### src/common/pmlb_pkg.sv
`default_nettype none
package pmlb_pkg;
    localparam int unsigned NUM_PORTS = 4;
    localparam int unsigned CLK_HZ = 100_000_000;
    localparam int unsigned TICK_PERIOD_S = 1;
    localparam int unsigned TICK_CYCLES_DFLT = CLK_HZ * TICK_PERIOD_S;

    // loopback timeout choices, in seconds
    localparam logic [1:0] TMO_NONE = 2'h0;
    localparam logic [1:0] TMO_10S = 2'h1;
    localparam logic [1:0] TMO_30S = 2'h2;
    localparam logic [1:0] TMO_5MIN = 2'h3;
    localparam logic [8:0] TMO_10S_SECS = 9'h00A;
    localparam logic [8:0] TMO_30S_SECS = 9'h01E;
    localparam logic [8:0] TMO_5MIN_SECS = 9'h12C;

    // register byte addresses
    localparam logic [7:0] REG_CTRL = 8'h00;
    localparam logic [7:0] REG_CMD = 8'h04;
    localparam logic [7:0] REG_STATUS = 8'h08;
    localparam logic [7:0] REG_UPTIME = 8'h0C;
    localparam logic [7:0] REG_SINCE_CLR = 8'h10;
    localparam logic [7:0] REG_BKP_COUNT = 8'h14;
    localparam logic [7:0] REG_BKP_DUR = 8'h18;
    localparam logic [7:0] REG_PORT_BASE = 8'h20;
    localparam logic [7:0] REG_PORT_STRIDE = 8'h10;
    localparam logic [7:0] PORT_OFS_CHANGE = 8'h00;
    localparam logic [7:0] PORT_OFS_LOSS_CNT = 8'h04;
    localparam logic [7:0] PORT_OFS_LOSS_TIME = 8'h08;

    // control register fields
    localparam int unsigned CTRL_AUTO_DIS = 0;
    localparam int unsigned CTRL_ALLOW_FAIL = 1;
    localparam int unsigned CTRL_TMO_LSB = 2;
    localparam logic [31:0] CTRL_RESET = 32'h0000_0000;
    localparam logic [31:0] CTRL_MASK = 32'h0000_03FF;

    // command register fields (write-only pulses)
    localparam int unsigned CMD_ENGAGE_LSB = 0;
    localparam int unsigned CMD_DISENGAGE_LSB = 4;
    localparam int unsigned CMD_CLR_STATS = 8;
    localparam int unsigned CMD_SWITCH_A = 9;
    localparam int unsigned CMD_SWITCH_B = 10;
    localparam int unsigned CMD_FORCE = 11;

    // status register fields
    localparam int unsigned ST_LOOPED_LSB = 0;
    localparam int unsigned ST_ON_B = 4;
    localparam int unsigned ST_MANUAL = 5;
    localparam int unsigned ST_OVER_TEMP = 6;
    localparam int unsigned ST_SIG_LSB = 7;
    localparam int unsigned ST_LINK_A_OK = 11;
    localparam int unsigned ST_LINK_B_OK = 12;

    // data links: port 3 is link A, port 4 is link B
    localparam int unsigned LINK_A_IDX = 2;
    localparam int unsigned LINK_B_IDX = 3;

    localparam logic [1:0] RESP_OKAY = 2'h0;
    localparam logic [1:0] RESP_SLVERR = 2'h2;

    typedef struct packed {
        logic [31:0] change_s;
        logic [31:0] loss_cnt;
        logic [31:0] loss_s;
    } pmlb_stats_t;

    function automatic logic [8:0] tmo_secs(input logic [1:0] sel);
        case (sel)
            TMO_10S: tmo_secs = TMO_10S_SECS;
            TMO_30S: tmo_secs = TMO_30S_SECS;
            TMO_5MIN: tmo_secs = TMO_5MIN_SECS;
            default: tmo_secs = 9'h000;
        endcase
    endfunction

    function automatic logic [31:0] strb_mask(input logic [3:0] strb);
        strb_mask = {{8{strb[3]}}, {8{strb[2]}}, {8{strb[1]}}, {8{strb[0]}}};
    endfunction
endpackage
`default_nettype wire

### src/core/pmlb_top.sv
// Local design decisions: the register offsets and the AXI4-Lite slave port.
`default_nettype none
module pmlb_top #(
    parameter int unsigned TICK_CYCLES = pmlb_pkg::TICK_CYCLES_DFLT
) (
    // clock and reset
    input wire logic aclk,
    input wire logic aresetn,
    // axi4-lite write address and data
    input wire logic s_axi_awvalid,
    output logic s_axi_awready,
    input wire logic [7:0] s_axi_awaddr,
    input wire logic s_axi_wvalid,
    output logic s_axi_wready,
    input wire logic [31:0] s_axi_wdata,
    input wire logic [3:0] s_axi_wstrb,
    // axi4-lite write response
    output logic s_axi_bvalid,
    input wire logic s_axi_bready,
    output logic [1:0] s_axi_bresp,
    // axi4-lite read
    input wire logic s_axi_arvalid,
    output logic s_axi_arready,
    input wire logic [7:0] s_axi_araddr,
    output logic s_axi_rvalid,
    input wire logic s_axi_rready,
    output logic [31:0] s_axi_rdata,
    output logic [1:0] s_axi_rresp,
    // optical ports
    input wire logic [3:0] sig_present,
    input wire logic [3:0] port_ok,
    input wire logic [3:0] rx_data,
    input wire logic [3:0] norm_tx,
    output logic [3:0] tx_data,
    // board monitor and backup
    input wire logic over_temp,
    output logic over_temp_evt,
    output logic link_b_active
);
    // ---------------- register bus ----------------
    logic aw_ff, nxt_aw, w_ff, nxt_w, bvalid_ff, nxt_bvalid;
    logic [7:0] awaddr_ff, nxt_awaddr;
    logic [31:0] wdata_ff, nxt_wdata;
    logic [3:0] wstrb_ff, nxt_wstrb;
    logic [1:0] bresp_ff, nxt_bresp, rresp_ff, nxt_rresp;
    logic rvalid_ff, nxt_rvalid;
    logic [31:0] rdata_ff, nxt_rdata;
    logic [31:0] ctrl_ff, nxt_ctrl;
    logic wr_go;
    logic [31:0] wmask, wval;
    logic [31:0] cmd;

    // ---------------- shared state ----------------
    logic [31:0] tick_cnt_ff, nxt_tick_cnt;
    logic tick_ff, nxt_tick;
    logic [31:0] uptime_ff, nxt_uptime, since_ff, nxt_since;
    logic ot_s1_ff, ot_s2_ff, ot_prev_ff;
    logic ot_flag_ff, nxt_ot_flag, ot_evt_ff, nxt_ot_evt;
    logic ok_s1_a_ff, ok_a_ff, ok_s1_b_ff, ok_b_ff;
    logic on_b_ff, nxt_on_b, manual_ff, nxt_manual;
    logic [31:0] bcount_ff, nxt_bcount, bdur_ff, nxt_bdur;
    logic clr_stats, man_allowed;
    logic [3:0] looped, sig_now;
    pmlb_pkg::pmlb_stats_t stats [pmlb_pkg::NUM_PORTS];

    assign s_axi_awready = !aw_ff && !bvalid_ff;
    assign s_axi_wready = !w_ff && !bvalid_ff;
    assign s_axi_arready = !rvalid_ff;
    assign wr_go = aw_ff && w_ff && !bvalid_ff;
    assign wmask = pmlb_pkg::strb_mask(wstrb_ff);
    assign wval = wdata_ff & wmask;
    assign cmd = (wr_go && awaddr_ff == pmlb_pkg::REG_CMD) ? wval : '0;
    assign clr_stats = cmd[pmlb_pkg::CMD_CLR_STATS];

    // write side: address and data are taken in either order
    always_comb begin
        nxt_aw = aw_ff;
        nxt_awaddr = awaddr_ff;
        nxt_w = w_ff;
        nxt_wdata = wdata_ff;
        nxt_wstrb = wstrb_ff;
        nxt_bvalid = bvalid_ff;
        nxt_bresp = bresp_ff;
        nxt_ctrl = ctrl_ff;
        if (s_axi_awvalid && s_axi_awready) begin
            nxt_aw = 1'b1;
            nxt_awaddr = s_axi_awaddr;
        end
        if (s_axi_wvalid && s_axi_wready) begin
            nxt_w = 1'b1;
            nxt_wdata = s_axi_wdata;
            nxt_wstrb = s_axi_wstrb;
        end
        if (wr_go) begin
            nxt_aw = 1'b0;
            nxt_w = 1'b0;
            nxt_bvalid = 1'b1;
            nxt_bresp = pmlb_pkg::RESP_OKAY;
            if (awaddr_ff == pmlb_pkg::REG_CTRL) begin
                nxt_ctrl = ((ctrl_ff & ~wmask) | wval) & pmlb_pkg::CTRL_MASK;
            end else if (awaddr_ff == pmlb_pkg::REG_CMD) begin
                nxt_bresp = pmlb_pkg::RESP_OKAY;
            end else if (awaddr_ff == pmlb_pkg::REG_STATUS) begin
                nxt_bresp = pmlb_pkg::RESP_OKAY;
            end else begin
                nxt_bresp = pmlb_pkg::RESP_SLVERR;
            end
        end else if (bvalid_ff && s_axi_bready) begin
            nxt_bvalid = 1'b0;
        end
    end

    // read side: one-cycle registered answer
    always_comb begin
        logic [7:0] rel;
        logic [1:0] pidx;
        rel = s_axi_araddr - pmlb_pkg::REG_PORT_BASE;
        pidx = rel[5:4];
        nxt_rvalid = rvalid_ff;
        nxt_rdata = rdata_ff;
        nxt_rresp = rresp_ff;
        if (s_axi_arvalid && s_axi_arready) begin
            nxt_rvalid = 1'b1;
            nxt_rresp = pmlb_pkg::RESP_OKAY;
            nxt_rdata = 32'h0000_0000;
            if (s_axi_araddr == pmlb_pkg::REG_CTRL) begin
                nxt_rdata = ctrl_ff;
            end else if (s_axi_araddr == pmlb_pkg::REG_CMD) begin
                nxt_rdata = 32'h0000_0000;
            end else if (s_axi_araddr == pmlb_pkg::REG_STATUS) begin
                nxt_rdata[pmlb_pkg::ST_LOOPED_LSB +: 4] = looped;
                nxt_rdata[pmlb_pkg::ST_ON_B] = on_b_ff;
                nxt_rdata[pmlb_pkg::ST_MANUAL] = manual_ff;
                nxt_rdata[pmlb_pkg::ST_OVER_TEMP] = ot_flag_ff;
                nxt_rdata[pmlb_pkg::ST_SIG_LSB +: 4] = sig_now;
                nxt_rdata[pmlb_pkg::ST_LINK_A_OK] = ok_a_ff;
                nxt_rdata[pmlb_pkg::ST_LINK_B_OK] = ok_b_ff;
            end else if (s_axi_araddr == pmlb_pkg::REG_UPTIME) begin
                nxt_rdata = uptime_ff;
            end else if (s_axi_araddr == pmlb_pkg::REG_SINCE_CLR) begin
                nxt_rdata = since_ff;
            end else if (s_axi_araddr == pmlb_pkg::REG_BKP_COUNT) begin
                nxt_rdata = bcount_ff;
            end else if (s_axi_araddr == pmlb_pkg::REG_BKP_DUR) begin
                nxt_rdata = bdur_ff;
            end else if (s_axi_araddr >= pmlb_pkg::REG_PORT_BASE &&
                    rel < 8'h40 && rel[3:0] == pmlb_pkg::PORT_OFS_CHANGE[3:0]) begin
                nxt_rdata = stats[pidx].change_s;
            end else if (s_axi_araddr >= pmlb_pkg::REG_PORT_BASE &&
                    rel < 8'h40 && rel[3:0] == pmlb_pkg::PORT_OFS_LOSS_CNT[3:0]) begin
                nxt_rdata = stats[pidx].loss_cnt;
            end else if (s_axi_araddr >= pmlb_pkg::REG_PORT_BASE &&
                    rel < 8'h40 && rel[3:0] == pmlb_pkg::PORT_OFS_LOSS_TIME[3:0]) begin
                nxt_rdata = stats[pidx].loss_s;
            end else begin
                nxt_rresp = pmlb_pkg::RESP_SLVERR;
            end
        end else if (rvalid_ff && s_axi_rready) begin
            nxt_rvalid = 1'b0;
        end
    end

    // one-second tick, uptime and over-temperature
    always_comb begin
        nxt_tick = 1'b0;
        nxt_tick_cnt = tick_cnt_ff + 32'h0000_0001;
        if (tick_cnt_ff >= TICK_CYCLES - 1) begin
            nxt_tick_cnt = 32'h0000_0000;
            nxt_tick = 1'b1;
        end
        nxt_uptime = tick_ff ? uptime_ff + 32'h0000_0001 : uptime_ff;
        nxt_since = tick_ff ? since_ff + 32'h0000_0001 : since_ff;
        if (clr_stats) begin
            nxt_since = 32'h0000_0000;
        end
        nxt_ot_evt = ot_s2_ff && !ot_prev_ff;
        nxt_ot_flag = ot_flag_ff;
        if (wr_go && awaddr_ff == pmlb_pkg::REG_STATUS &&
                wval[pmlb_pkg::ST_OVER_TEMP]) begin
            nxt_ot_flag = 1'b0;
        end
        // a new event in the clearing cycle is kept
        if (nxt_ot_evt) begin
            nxt_ot_flag = 1'b1;
        end
    end

    // link selection between port 3 and port 4
    assign man_allowed = (ok_a_ff && ok_b_ff) ||
        (ctrl_ff[pmlb_pkg::CTRL_ALLOW_FAIL] && cmd[pmlb_pkg::CMD_FORCE]);

    always_comb begin
        nxt_on_b = on_b_ff;
        nxt_manual = manual_ff;
        if ((cmd[pmlb_pkg::CMD_SWITCH_A] || cmd[pmlb_pkg::CMD_SWITCH_B])) begin
            if (man_allowed) begin
                nxt_on_b = cmd[pmlb_pkg::CMD_SWITCH_B];
                nxt_manual = 1'b1;
            end
        end else if (!ctrl_ff[pmlb_pkg::CTRL_AUTO_DIS]) begin
            // manual choice is not undone by automatic switch-back
            if (!on_b_ff && !ok_a_ff && ok_b_ff) begin
                nxt_on_b = 1'b1;
                nxt_manual = 1'b0;
            end else if (on_b_ff && ok_a_ff && !manual_ff) begin
                nxt_on_b = 1'b0;
            end
        end
        nxt_bcount = bcount_ff;
        nxt_bdur = bdur_ff;
        if (nxt_on_b && !on_b_ff) begin
            nxt_bcount = bcount_ff + 32'h0000_0001;
            nxt_bdur = 32'h0000_0000;
        end else if (on_b_ff && tick_ff) begin
            nxt_bdur = bdur_ff + 32'h0000_0001;
        end
    end

    always_ff @(posedge aclk) begin
        if (!aresetn) begin
            aw_ff <= 1'b0;
            awaddr_ff <= 8'h00;
            w_ff <= 1'b0;
            wdata_ff <= 32'h0000_0000;
            wstrb_ff <= 4'h0;
            bvalid_ff <= 1'b0;
            bresp_ff <= pmlb_pkg::RESP_OKAY;
            rvalid_ff <= 1'b0;
            rdata_ff <= 32'h0000_0000;
            rresp_ff <= pmlb_pkg::RESP_OKAY;
            ctrl_ff <= pmlb_pkg::CTRL_RESET;
            tick_cnt_ff <= 32'h0000_0000;
            tick_ff <= 1'b0;
            uptime_ff <= 32'h0000_0000;
            since_ff <= 32'h0000_0000;
            ot_s1_ff <= 1'b0;
            ot_s2_ff <= 1'b0;
            ot_prev_ff <= 1'b0;
            ot_flag_ff <= 1'b0;
            ot_evt_ff <= 1'b0;
            ok_s1_a_ff <= 1'b0;
            ok_a_ff <= 1'b0;
            ok_s1_b_ff <= 1'b0;
            ok_b_ff <= 1'b0;
            on_b_ff <= 1'b0;
            manual_ff <= 1'b0;
            bcount_ff <= 32'h0000_0000;
            bdur_ff <= 32'h0000_0000;
        end else begin
            aw_ff <= nxt_aw;
            awaddr_ff <= nxt_awaddr;
            w_ff <= nxt_w;
            wdata_ff <= nxt_wdata;
            wstrb_ff <= nxt_wstrb;
            bvalid_ff <= nxt_bvalid;
            bresp_ff <= nxt_bresp;
            rvalid_ff <= nxt_rvalid;
            rdata_ff <= nxt_rdata;
            rresp_ff <= nxt_rresp;
            ctrl_ff <= nxt_ctrl;
            tick_cnt_ff <= nxt_tick_cnt;
            tick_ff <= nxt_tick;
            uptime_ff <= nxt_uptime;
            since_ff <= nxt_since;
            ot_s1_ff <= over_temp;
            ot_s2_ff <= ot_s1_ff;
            ot_prev_ff <= ot_s2_ff;
            ot_flag_ff <= nxt_ot_flag;
            ot_evt_ff <= nxt_ot_evt;
            ok_s1_a_ff <= port_ok[pmlb_pkg::LINK_A_IDX];
            ok_a_ff <= ok_s1_a_ff;
            ok_s1_b_ff <= port_ok[pmlb_pkg::LINK_B_IDX];
            ok_b_ff <= ok_s1_b_ff;
            on_b_ff <= nxt_on_b;
            manual_ff <= nxt_manual;
            bcount_ff <= nxt_bcount;
            bdur_ff <= nxt_bdur;
        end
    end

    // one independent monitor per port
    for (genvar p = 0; p < pmlb_pkg::NUM_PORTS; p++) begin : g_port
        pmlb_port u_port (
            .aclk(aclk),
            .aresetn(aresetn),
            .tick(tick_ff),
            .clear(clr_stats),
            .engage(cmd[pmlb_pkg::CMD_ENGAGE_LSB + p]),
            .disengage(cmd[pmlb_pkg::CMD_DISENGAGE_LSB + p]),
            .tmo_sel(ctrl_ff[pmlb_pkg::CTRL_TMO_LSB + 2 * p +: 2]),
            .sig_pin(sig_present[p]),
            .rx_pin(rx_data[p]),
            .norm_tx(norm_tx[p]),
            .tx_out(tx_data[p]),
            .looped(looped[p]),
            .sig_now(sig_now[p]),
            .stats(stats[p])
        );
    end

    assign s_axi_bvalid = bvalid_ff;
    assign s_axi_bresp = bresp_ff;
    assign s_axi_rvalid = rvalid_ff;
    assign s_axi_rdata = rdata_ff;
    assign s_axi_rresp = rresp_ff;
    assign over_temp_evt = ot_evt_ff;
    assign link_b_active = on_b_ff;
endmodule
`default_nettype wire

### src/core/pmlb_port.sv
`default_nettype none
module pmlb_port (
    // clock and reset
    input wire logic aclk,
    input wire logic aresetn,
    // timing and commands
    input wire logic tick,
    input wire logic clear,
    input wire logic engage,
    input wire logic disengage,
    input wire logic [1:0] tmo_sel,
    // optical side
    input wire logic sig_pin,
    input wire logic rx_pin,
    input wire logic norm_tx,
    output logic tx_out,
    // status
    output logic looped,
    output logic sig_now,
    output pmlb_pkg::pmlb_stats_t stats
);
    logic sig_s1_ff, sig_s2_ff, sig_prev_ff;
    logic rx_s1_ff, rx_s2_ff, tx_ff, nxt_tx;
    logic loop_ff, nxt_loop;
    logic [8:0] lim_ff, nxt_lim, cnt_ff, nxt_cnt;
    pmlb_pkg::pmlb_stats_t stats_ff, nxt_stats;
    logic change;

    assign change = sig_s2_ff ^ sig_prev_ff;

    always_comb begin
        nxt_stats = stats_ff;
        if (change) begin
            nxt_stats.change_s = 32'h0000_0000;
            nxt_stats.loss_cnt = stats_ff.loss_cnt + 32'h0000_0001;
        end else if (tick) begin
            nxt_stats.change_s = stats_ff.change_s + 32'h0000_0001;
        end
        if (tick && !sig_prev_ff) begin
            nxt_stats.loss_s = stats_ff.loss_s + 32'h0000_0001;
        end
        if (clear) begin
            nxt_stats = '0;
        end
    end

    always_comb begin
        nxt_loop = loop_ff;
        nxt_lim = lim_ff;
        nxt_cnt = cnt_ff;
        if (engage && !loop_ff) begin
            nxt_loop = 1'b1;
            nxt_lim = pmlb_pkg::tmo_secs(tmo_sel);
            nxt_cnt = 9'h000;
        end else if (loop_ff && lim_ff != 9'h000 && tick) begin
            nxt_cnt = cnt_ff + 9'h001;
            if (nxt_cnt >= lim_ff) begin
                nxt_loop = 1'b0;
            end
        end
        // disengage wins over a same-write engage
        if (disengage) begin
            nxt_loop = 1'b0;
        end
        nxt_tx = loop_ff ? rx_s2_ff : norm_tx;
    end

    always_ff @(posedge aclk) begin
        if (!aresetn) begin
            sig_s1_ff <= 1'b0;
            sig_s2_ff <= 1'b0;
            sig_prev_ff <= 1'b0;
            rx_s1_ff <= 1'b0;
            rx_s2_ff <= 1'b0;
            tx_ff <= 1'b0;
            loop_ff <= 1'b0;
            lim_ff <= 9'h000;
            cnt_ff <= 9'h000;
            stats_ff <= '0;
        end else begin
            sig_s1_ff <= sig_pin;
            sig_s2_ff <= sig_s1_ff;
            sig_prev_ff <= sig_s2_ff;
            rx_s1_ff <= rx_pin;
            rx_s2_ff <= rx_s1_ff;
            tx_ff <= nxt_tx;
            loop_ff <= nxt_loop;
            lim_ff <= nxt_lim;
            cnt_ff <= nxt_cnt;
            stats_ff <= nxt_stats;
        end
    end

    assign tx_out = tx_ff;
    assign looped = loop_ff;
    assign sig_now = sig_prev_ff;
    assign stats = stats_ff;
endmodule
`default_nettype wire

### config.mk
export PLATFORM = sky130hd
export DESIGN_NAME = pmlb_top
export DESIGN_NICKNAME = d
export VERILOG_FILES = /design/src/common/pmlb_pkg.sv /design/src/core/pmlb_top.sv /design/src/core/pmlb_port.sv
export SDC_FILE = /design/constraint.sdc
export NUM_CORES = 2
export LEC_CHECK = 0
export ABC_AREA = 1
export BUFFER_PORTS_ARGS = -buffer_cell sky130_fd_sc_hd__buf_2
export CAP_MARGIN = 10
export CORE_AREA = 8 8 319 244
export DETAILED_ROUTE_END_ITERATION = 8
export DIE_AREA = 0 0 327 252
export PLACE_DENSITY = 0.74
export SLEW_MARGIN = 15
export SYNTH_ARGS = -nofsm -noshare
export SYNTH_HDL_FRONTEND = slang
export SYNTH_SLANG_ARGS = --single-unit
export TNS_END_PERCENT = 50
### constraint.sdc
create_clock -name aclk -period 2.87 [get_ports aclk]
set_input_delay 0.861 -clock aclk [delete_from_list [all_inputs] [get_ports aclk]]
set_output_delay 0.861 -clock aclk [all_outputs]
set_load 0.1 [all_outputs]
Word level (Yosys, flattened, before mapping)

Index checks and enable logic that the tools add are counted.
W data, S select, Z words.

Output and inout port bits: 47
Logic and storage cells: 304
Register bits after elaboration: 728

Reductions and logical operators: 100
Bitwise gates (word level): 10
Add/subtract/negate cells: 22
Mux-type cells: 64
Equal/unequal tests: 24
Magnitude comparators: 8

Operators with widths:

| cell                    | count |
|---|---|
| $add A32 B1 Y32 const B | 17 |
| $mux W32                | 9 |
| $bmux W96 S2            | 1 |
| $mux W96                | 2 |
| $pmux W9 S3             | 4 |
| $logic_and A1 B1 Y1     | 41 |
| $add A9 B1 Y9 const B   | 4 |
| $ge A9 B9 Y1            | 4 |
| $reduce_bool A9 Y1      | 4 |
| $ge A32 B27 Y1 const B  | 1 |
| $mux W1                 | 32 |
| $mux W2                 | 13 |
| $eq A8 B4 Y1 const B    | 3 |
| $eq A8 B5 Y1 const B    | 3 |
| $reduce_bool A2 Y1      | 12 |
| $reduce_or A2 Y1        | 12 |
| $mux W19                | 1 |
| $eq A2 B2 Y1 const B    | 8 |
| $eq A8 B3 Y1 const B    | 2 |
| $logic_not A1 Y1        | 16 |
| $logic_not A8 Y1        | 2 |
| $mux W13                | 1 |
| $and A12 B12 Y12        | 1 |
| $mux W12                | 1 |
| 20 further kinds        | 34 |

Depth between registers and ports, before layout

Depth in word-level cells: 15
Depth in mapped cells: 19

Hierarchy

Synthesis repeated with hierarchy kept, for this count alone.

Cells, all modules: 6369
Area, all modules: 41038.1 µm²

Modules (own cells, without submodules):

| module    | sequential area each (µm²) | area an instance (µm²) | cells each | times used |
|---|---|---|---|---|
| pmlb_port | 2342.2                     | 6160.9                 | 925        | 4 |
| pmlb_top  | 4844.6                     | 16394.5                | 2669       | 1 |

Worst setup path after synthesis

Ideal clock, no wire load.

Kind: register to register
From: reg bvalid_ff (netlist: s_axi_bvalid)
To: reg wdata_ff[2]
Library setup time: 128 ps
Slack: -150 ps
Required time: 2742 ps
Arrival time: 2892 ps
Cell stages (with the launch flop): 6
Buffers on the path: 1
Cells stage by stage: dfxtp_1 > nor2_1 > nand2_1 > clkbuf_1 > o21ai_0 > a21oi_1

Longest elaborated chain between the ends: 3

RTL lines:

| what                   | line            | source |
|---|---|---|
| from (decl)            | pmlb_top.sv:41  | `logic aw_ff, nxt_aw, w_ff, nxt_w, bvalid_ff, nxt_bvalid;` |
| from (signal assigned) | pmlb_top.sv:255 | `bvalid_ff <= nxt_bvalid;` |
| $logic_not A1 Y1       | pmlb_top.sv:67  | `assign s_axi_wready = !w_ff && !bvalid_ff;` |
| $logic_and A1 B1 Y1    | pmlb_top.sv:67  |  |
| net s_axi_wready       | pmlb_top.sv:14  | `output logic s_axi_wready,` |
| $logic_and A1 B1 Y1    | pmlb_top.sv:89  | `if (s_axi_wvalid && s_axi_wready) begin` |
| to (signal assigned)   | pmlb_top.sv:253 | `wdata_ff <= nxt_wdata;` |
| to (decl)              | pmlb_top.sv:43  | `logic [31:0] wdata_ff, nxt_wdata;` |

The timed path passes the listed nets, and every way through them passes these cells.
A chain may end at the register's enable or synchronous reset.

Final worst setup path

From: reg tick_ff
To: reg g_port[0].u_port.stats_ff, in the netlist g_port[0].u_port.stats[22]

Longest elaborated chain between the ends: 1

RTL lines:

| what                   | line            | source |
|---|---|---|
| from (decl)            | pmlb_top.sv:55  | `logic tick_ff, nxt_tick;` |
| from (signal assigned) | pmlb_top.sv:262 | `tick_ff <= nxt_tick;` |
| $logic_and A1 B1 Y1    | pmlb_port.sv:39 | `if (tick && !sig_prev_ff) begin` |
| to (signal assigned)   | pmlb_port.sv:90 | `stats_ff <= nxt_stats;` |
| to (decl)              | pmlb_port.sv:26 | `pmlb_pkg::pmlb_stats_t stats_ff, nxt_stats;` |

No other way between the ends.

==> run_results.csv <==
group,metric,value,unit
outcome,status,"finished clean",
yosys,ys_seq_area_frac,0.360,
min_path,hp-start,"rx_data[0]",
setup_path,worstReg2RegEnd,"g_port[0].u_port.stats[22]",
min_path,holdPathEnd,"g_port[0].u_port.rx_s1_ff",
placed_design,hpwl,98600,um
yosys,yosys-mux-area-fraction,0.000253,
yosys,yosys.area.top_type,"dfxtp_1",
setup_path,end_kind,"register",
timing,maxSlewViolCount,0,
grt,grt_pass1_wl,200000,um
job,maxCapViolations,0,
setup_path,cpMaxStageDelayCell,"dfxtp_2",
clock_network,cts_tree,"built",
yosys,synth_top_area_frac,0.360,
timing,setup_viol,0,
timing,setup_ws,249,ps
layout,final_util,0.614,
layout,synthToLayoutAreaGrowth,12.7,%
yosys,syn_inst,5957,
pwr,ir_drop,0.461,mV
timing,hold_violations,0,
drt,drtAntennaViolNets,0,
yosys,synth-simple-area-share,0.333,
min_path,worstHoldPathType,"in2reg",
setup_path,r2r_slack,250,ps
drt,routed-via-count,40700,
setup_path,crit_path_max_fanout,11,
timing,fin_worst_skew,27.3,ps
yosys,synth_compound_area_frac,0.139,
layout,nets,6264,
drt,wl_per_cell,18.1,um
yosys,synth_xor_xnor_area_share,0.0598,
setup_path,worstPathArrival,3150,ps
drt,drt_first_pass_iters,6,
setup_path,crit_path_max_incr_delay,560,ps
die,ioPinCount,123,
yosys,async_flop_share,0,
timing,max_freq,382,MHz
timing,rsz0062_at_grt,"false",
yosys,synth_top_family_by_area,"simple AND/OR/NAND/NOR gates",
placed_design,dp_cells,7020,
setup_path,crit_type,"reg2reg",
clock_network,clk_latency,650,ps
pwr,power.internal,15900,uW
clock_network,clk_path_buf_depth,3,
timing,worst_pin_slew,756,ps
clock_network,cts_made_buffers,75,
setup_path,crit_chain,"buf_4, nand2_1, nor2_1, nand2_1, nor2_2, inv_2, nor2_1, nand2_1, nor2_1, nand2_1, nor2_1, a21oi_1, o21a_1",
drt,vias_per_cell,5.70,
layout,mostFrequentLayoutCells,"1249 x nand2_1, 820 x nor2_1, 709 x dfxtp_1, 675 x inv_1, 508 x a21oi_1",
clock_network,htree_levels,3,
setup_path,critical_path_required,3400,ps
placed_design,post-place-ws,-142,ps
grt,grtUsageTotal,0.299,
pwr,leakage,0.0162,uW
clock_network,cts-root-buf,"clkbuf_16",
min_path,min_path_cells,3,
yosys,synth_area_leaders,"dfxtp_1 36%, nand2_1 12%, nor2_1 7.8%",
layout,layout_commonest_cell,"nand2_1",
pwr,power_frac_seq,0.472,
yosys,yosys.area_share.adder,0.0187,
timing,timing.final.crit_share,0.913,
drt,drc,0,
pwr,switchingPower,5420,uW
die,die_h,252,um
yosys,avgSynthCellArea,6.64,um2
yosys,synth_enable_flop_cells,0,
pwr,pwr_density_cell,479,nW/um2
grt,grt_remaining_overflow,0,
grt,antenna_found_initial,0,
pwr,swShare,0.254,
layout,final_cell_count_no_fill,7148,
drt,routed_wl,129000,um
yosys,synth_cell_types,54,
clock_network,clock-sinks,710,
placed_design,port_buffers,96,
timing,slew_headroom,0.491,
die,rows,86,
timing,period_minus_slack,2620,ps
yosys,yosysWarningCount,0,
clock_network,hold_buffers,0,
drt,drt_iter0_markers,5264,
die,coreArea,72600,um2
die,start_util,0.544,
layout,diodes,0,
setup_path,rr_worst_depth,13,
clock_network,clkTransAtPathRegs,60,ps
grt,first_global_vias,35900,
setup_path,start_kind,"register",
yosys,dominantRegCellSynth,"dfxtp_1",
placed_design,gp_congestion,1.02,
grt,grt_max_degree,120,
layout,fillers,6934,
die,die_w,327,um
pwr,comb_power_share,0.074,
layout,drive_gt1_frac,0.0861,
yosys,syn_area,39500,um2
yosys,yosys_register_bits,710,
setup_path,r2r-start,"tick_ff",
pwr,power.share.clock,0.454,
die,die_area,82400,um2
logic make-up (layout without fill, tap and decap cells):
family	after synthesis	after routing
AO/OA/AOI/OAI	1004	1004
XOR/XNOR	270	270
adder cells (fa/ha/maj)	59	59
buffers and inverters	912	1129
flip-flops	710	710
multiplexers	1	1
other	1	7
AND/OR/NAND/NOR	3000	3000
power by group through the flow:
stage / Combinational (uW) / Clock, uW / Sequential (uW)
after floorplan: 824 / 0 / 10400
after global placement: 1520 / 0 / 10300
after detailed placement: 1530 / 0 / 10300
after CTS: 1540 / 9830 / 10100
after global routing: 1680 / 10200 / 10100
final: 1580 / 9680 / 10100
per-stage QoR:
| stage | area (um2) | hold slack, ps | TNS (ps) | total power, uW |
|---|---|---|---|---|
| 2_1_floorplan | 39600 | 387 | 0 | 11200 |
| 3_3_place_gp | 42200 | 393 | -1220 | 11800 |
| 3_5_place_dp | 42200 | 400 | -1390 | 11800 |
| 4_1_cts | 44600 | 368 | 0 | 21400 |
| 5_1_grt | 44600 | 397 | 0 | 22000 |
| 6_report | 44600 | 400 | 0 | 21300 |
worst max path at each step:
stage,cells past startpoint,to,startpoint
2_1_floorplan,18,s_axi_rdata[10],s_axi_araddr[5]
3_3_place_gp,16,s_axi_rdata[5],s_axi_araddr[5]
3_5_place_dp,16,s_axi_rdata[5],s_axi_araddr[5]
4_1_cts,11,g_port[1].u_port.stats[90],awaddr_ff[6]
5_1_grt,10,g_port[2].u_port.stats[73],awaddr_ff[1]
6_report,13,g_port[0].u_port.stats[22],tick_ff
sequential cells by signal (all words and copies together) (netlist names), 2 cells and up, named ones only:
signal,flops
awaddr_ff,8
bcount_ff,32
bdur_ff,32
g_port.u_port.cnt_ff,36
g_port.u_port.lim_ff,20
g_port.u_port.looped,4
g_port.u_port.rx_s1_ff,4
g_port.u_port.rx_s2_ff,4
g_port.u_port.sig_now,4
g_port.u_port.sig_s1_ff,4
g_port.u_port.sig_s2_ff,4
g_port.u_port.stats,384
g_port.u_port.tx_out,4
s_axi_rdata,32
since_ff,32
tick_cnt_ff,32
uptime_ff,32
wdata_ff,12
wstrb_ff,2
critical path: cells and delay by family (launching register included):
family	cells	cell delay, ps
buffers and inverters	2	240
and+or+nand+nor	9	1480
AOI/OAI and AO/OA	2	210
DFF	1	560
Yosys cell counts (4+ instances only):
cell and count:
nor3_1 264, o21ai_0 306, nand3b_1 9, o211ai_1 17, a211oi_1 11, and2_1 4, nand2_2 11, a31oi_1 10
inv_1 677, inv_2 12, o21bai_1 13, or2_2 32, a21oi_1 508, buf_4 13, dfxtp_1 710, nand3_1 259
buf_2 58, nor3b_1 26, a22oi_1 13, nor3_4 5, ha_1 59, nor3_2 19, buf_1 14, xnor2_1 71
xor2_1 199, clkbuf_1 126, nand2_1 1249, clkinv_1 10, a221oi_1 17, o21a_1 28, nor4_1 76, nand4_1 184
nor2_1 823, and3_1 7, o22ai_1 51, o221ai_1 22, nor2_2 13, nor2_4 5
cell type report:
class,instances,area (um2),area share
clock buffers,97,2090,0.0469
clock inverters,31,299,0.00671
inverters,699,2630,0.0590
multi-input cells,4341,21800,0.490
flip-flops and latches,710,14200,0.319
well taps,968,1210,0.0272
repair buffers,302,2310,0.0518
per-layer routing:
metal,routed length [um],part of all wire,up-vias,GRT usage
met2,51100,0.40,1825,0.410
li1,-,-,19900,-
met5,0,0,-,0
met1,60400,0.47,18800,0.463
met4,3680,0.028,0,0.0827
met3,13900,0.11,216,0.0610
repair_timing:
item                       CTS  global route
setup endpoints to repair    0             1
buffers inserted             0             0
resized for setup            0             1
hold endpoints to repair     0             0
Note: power is estimated with default switching activity, not from simulation.
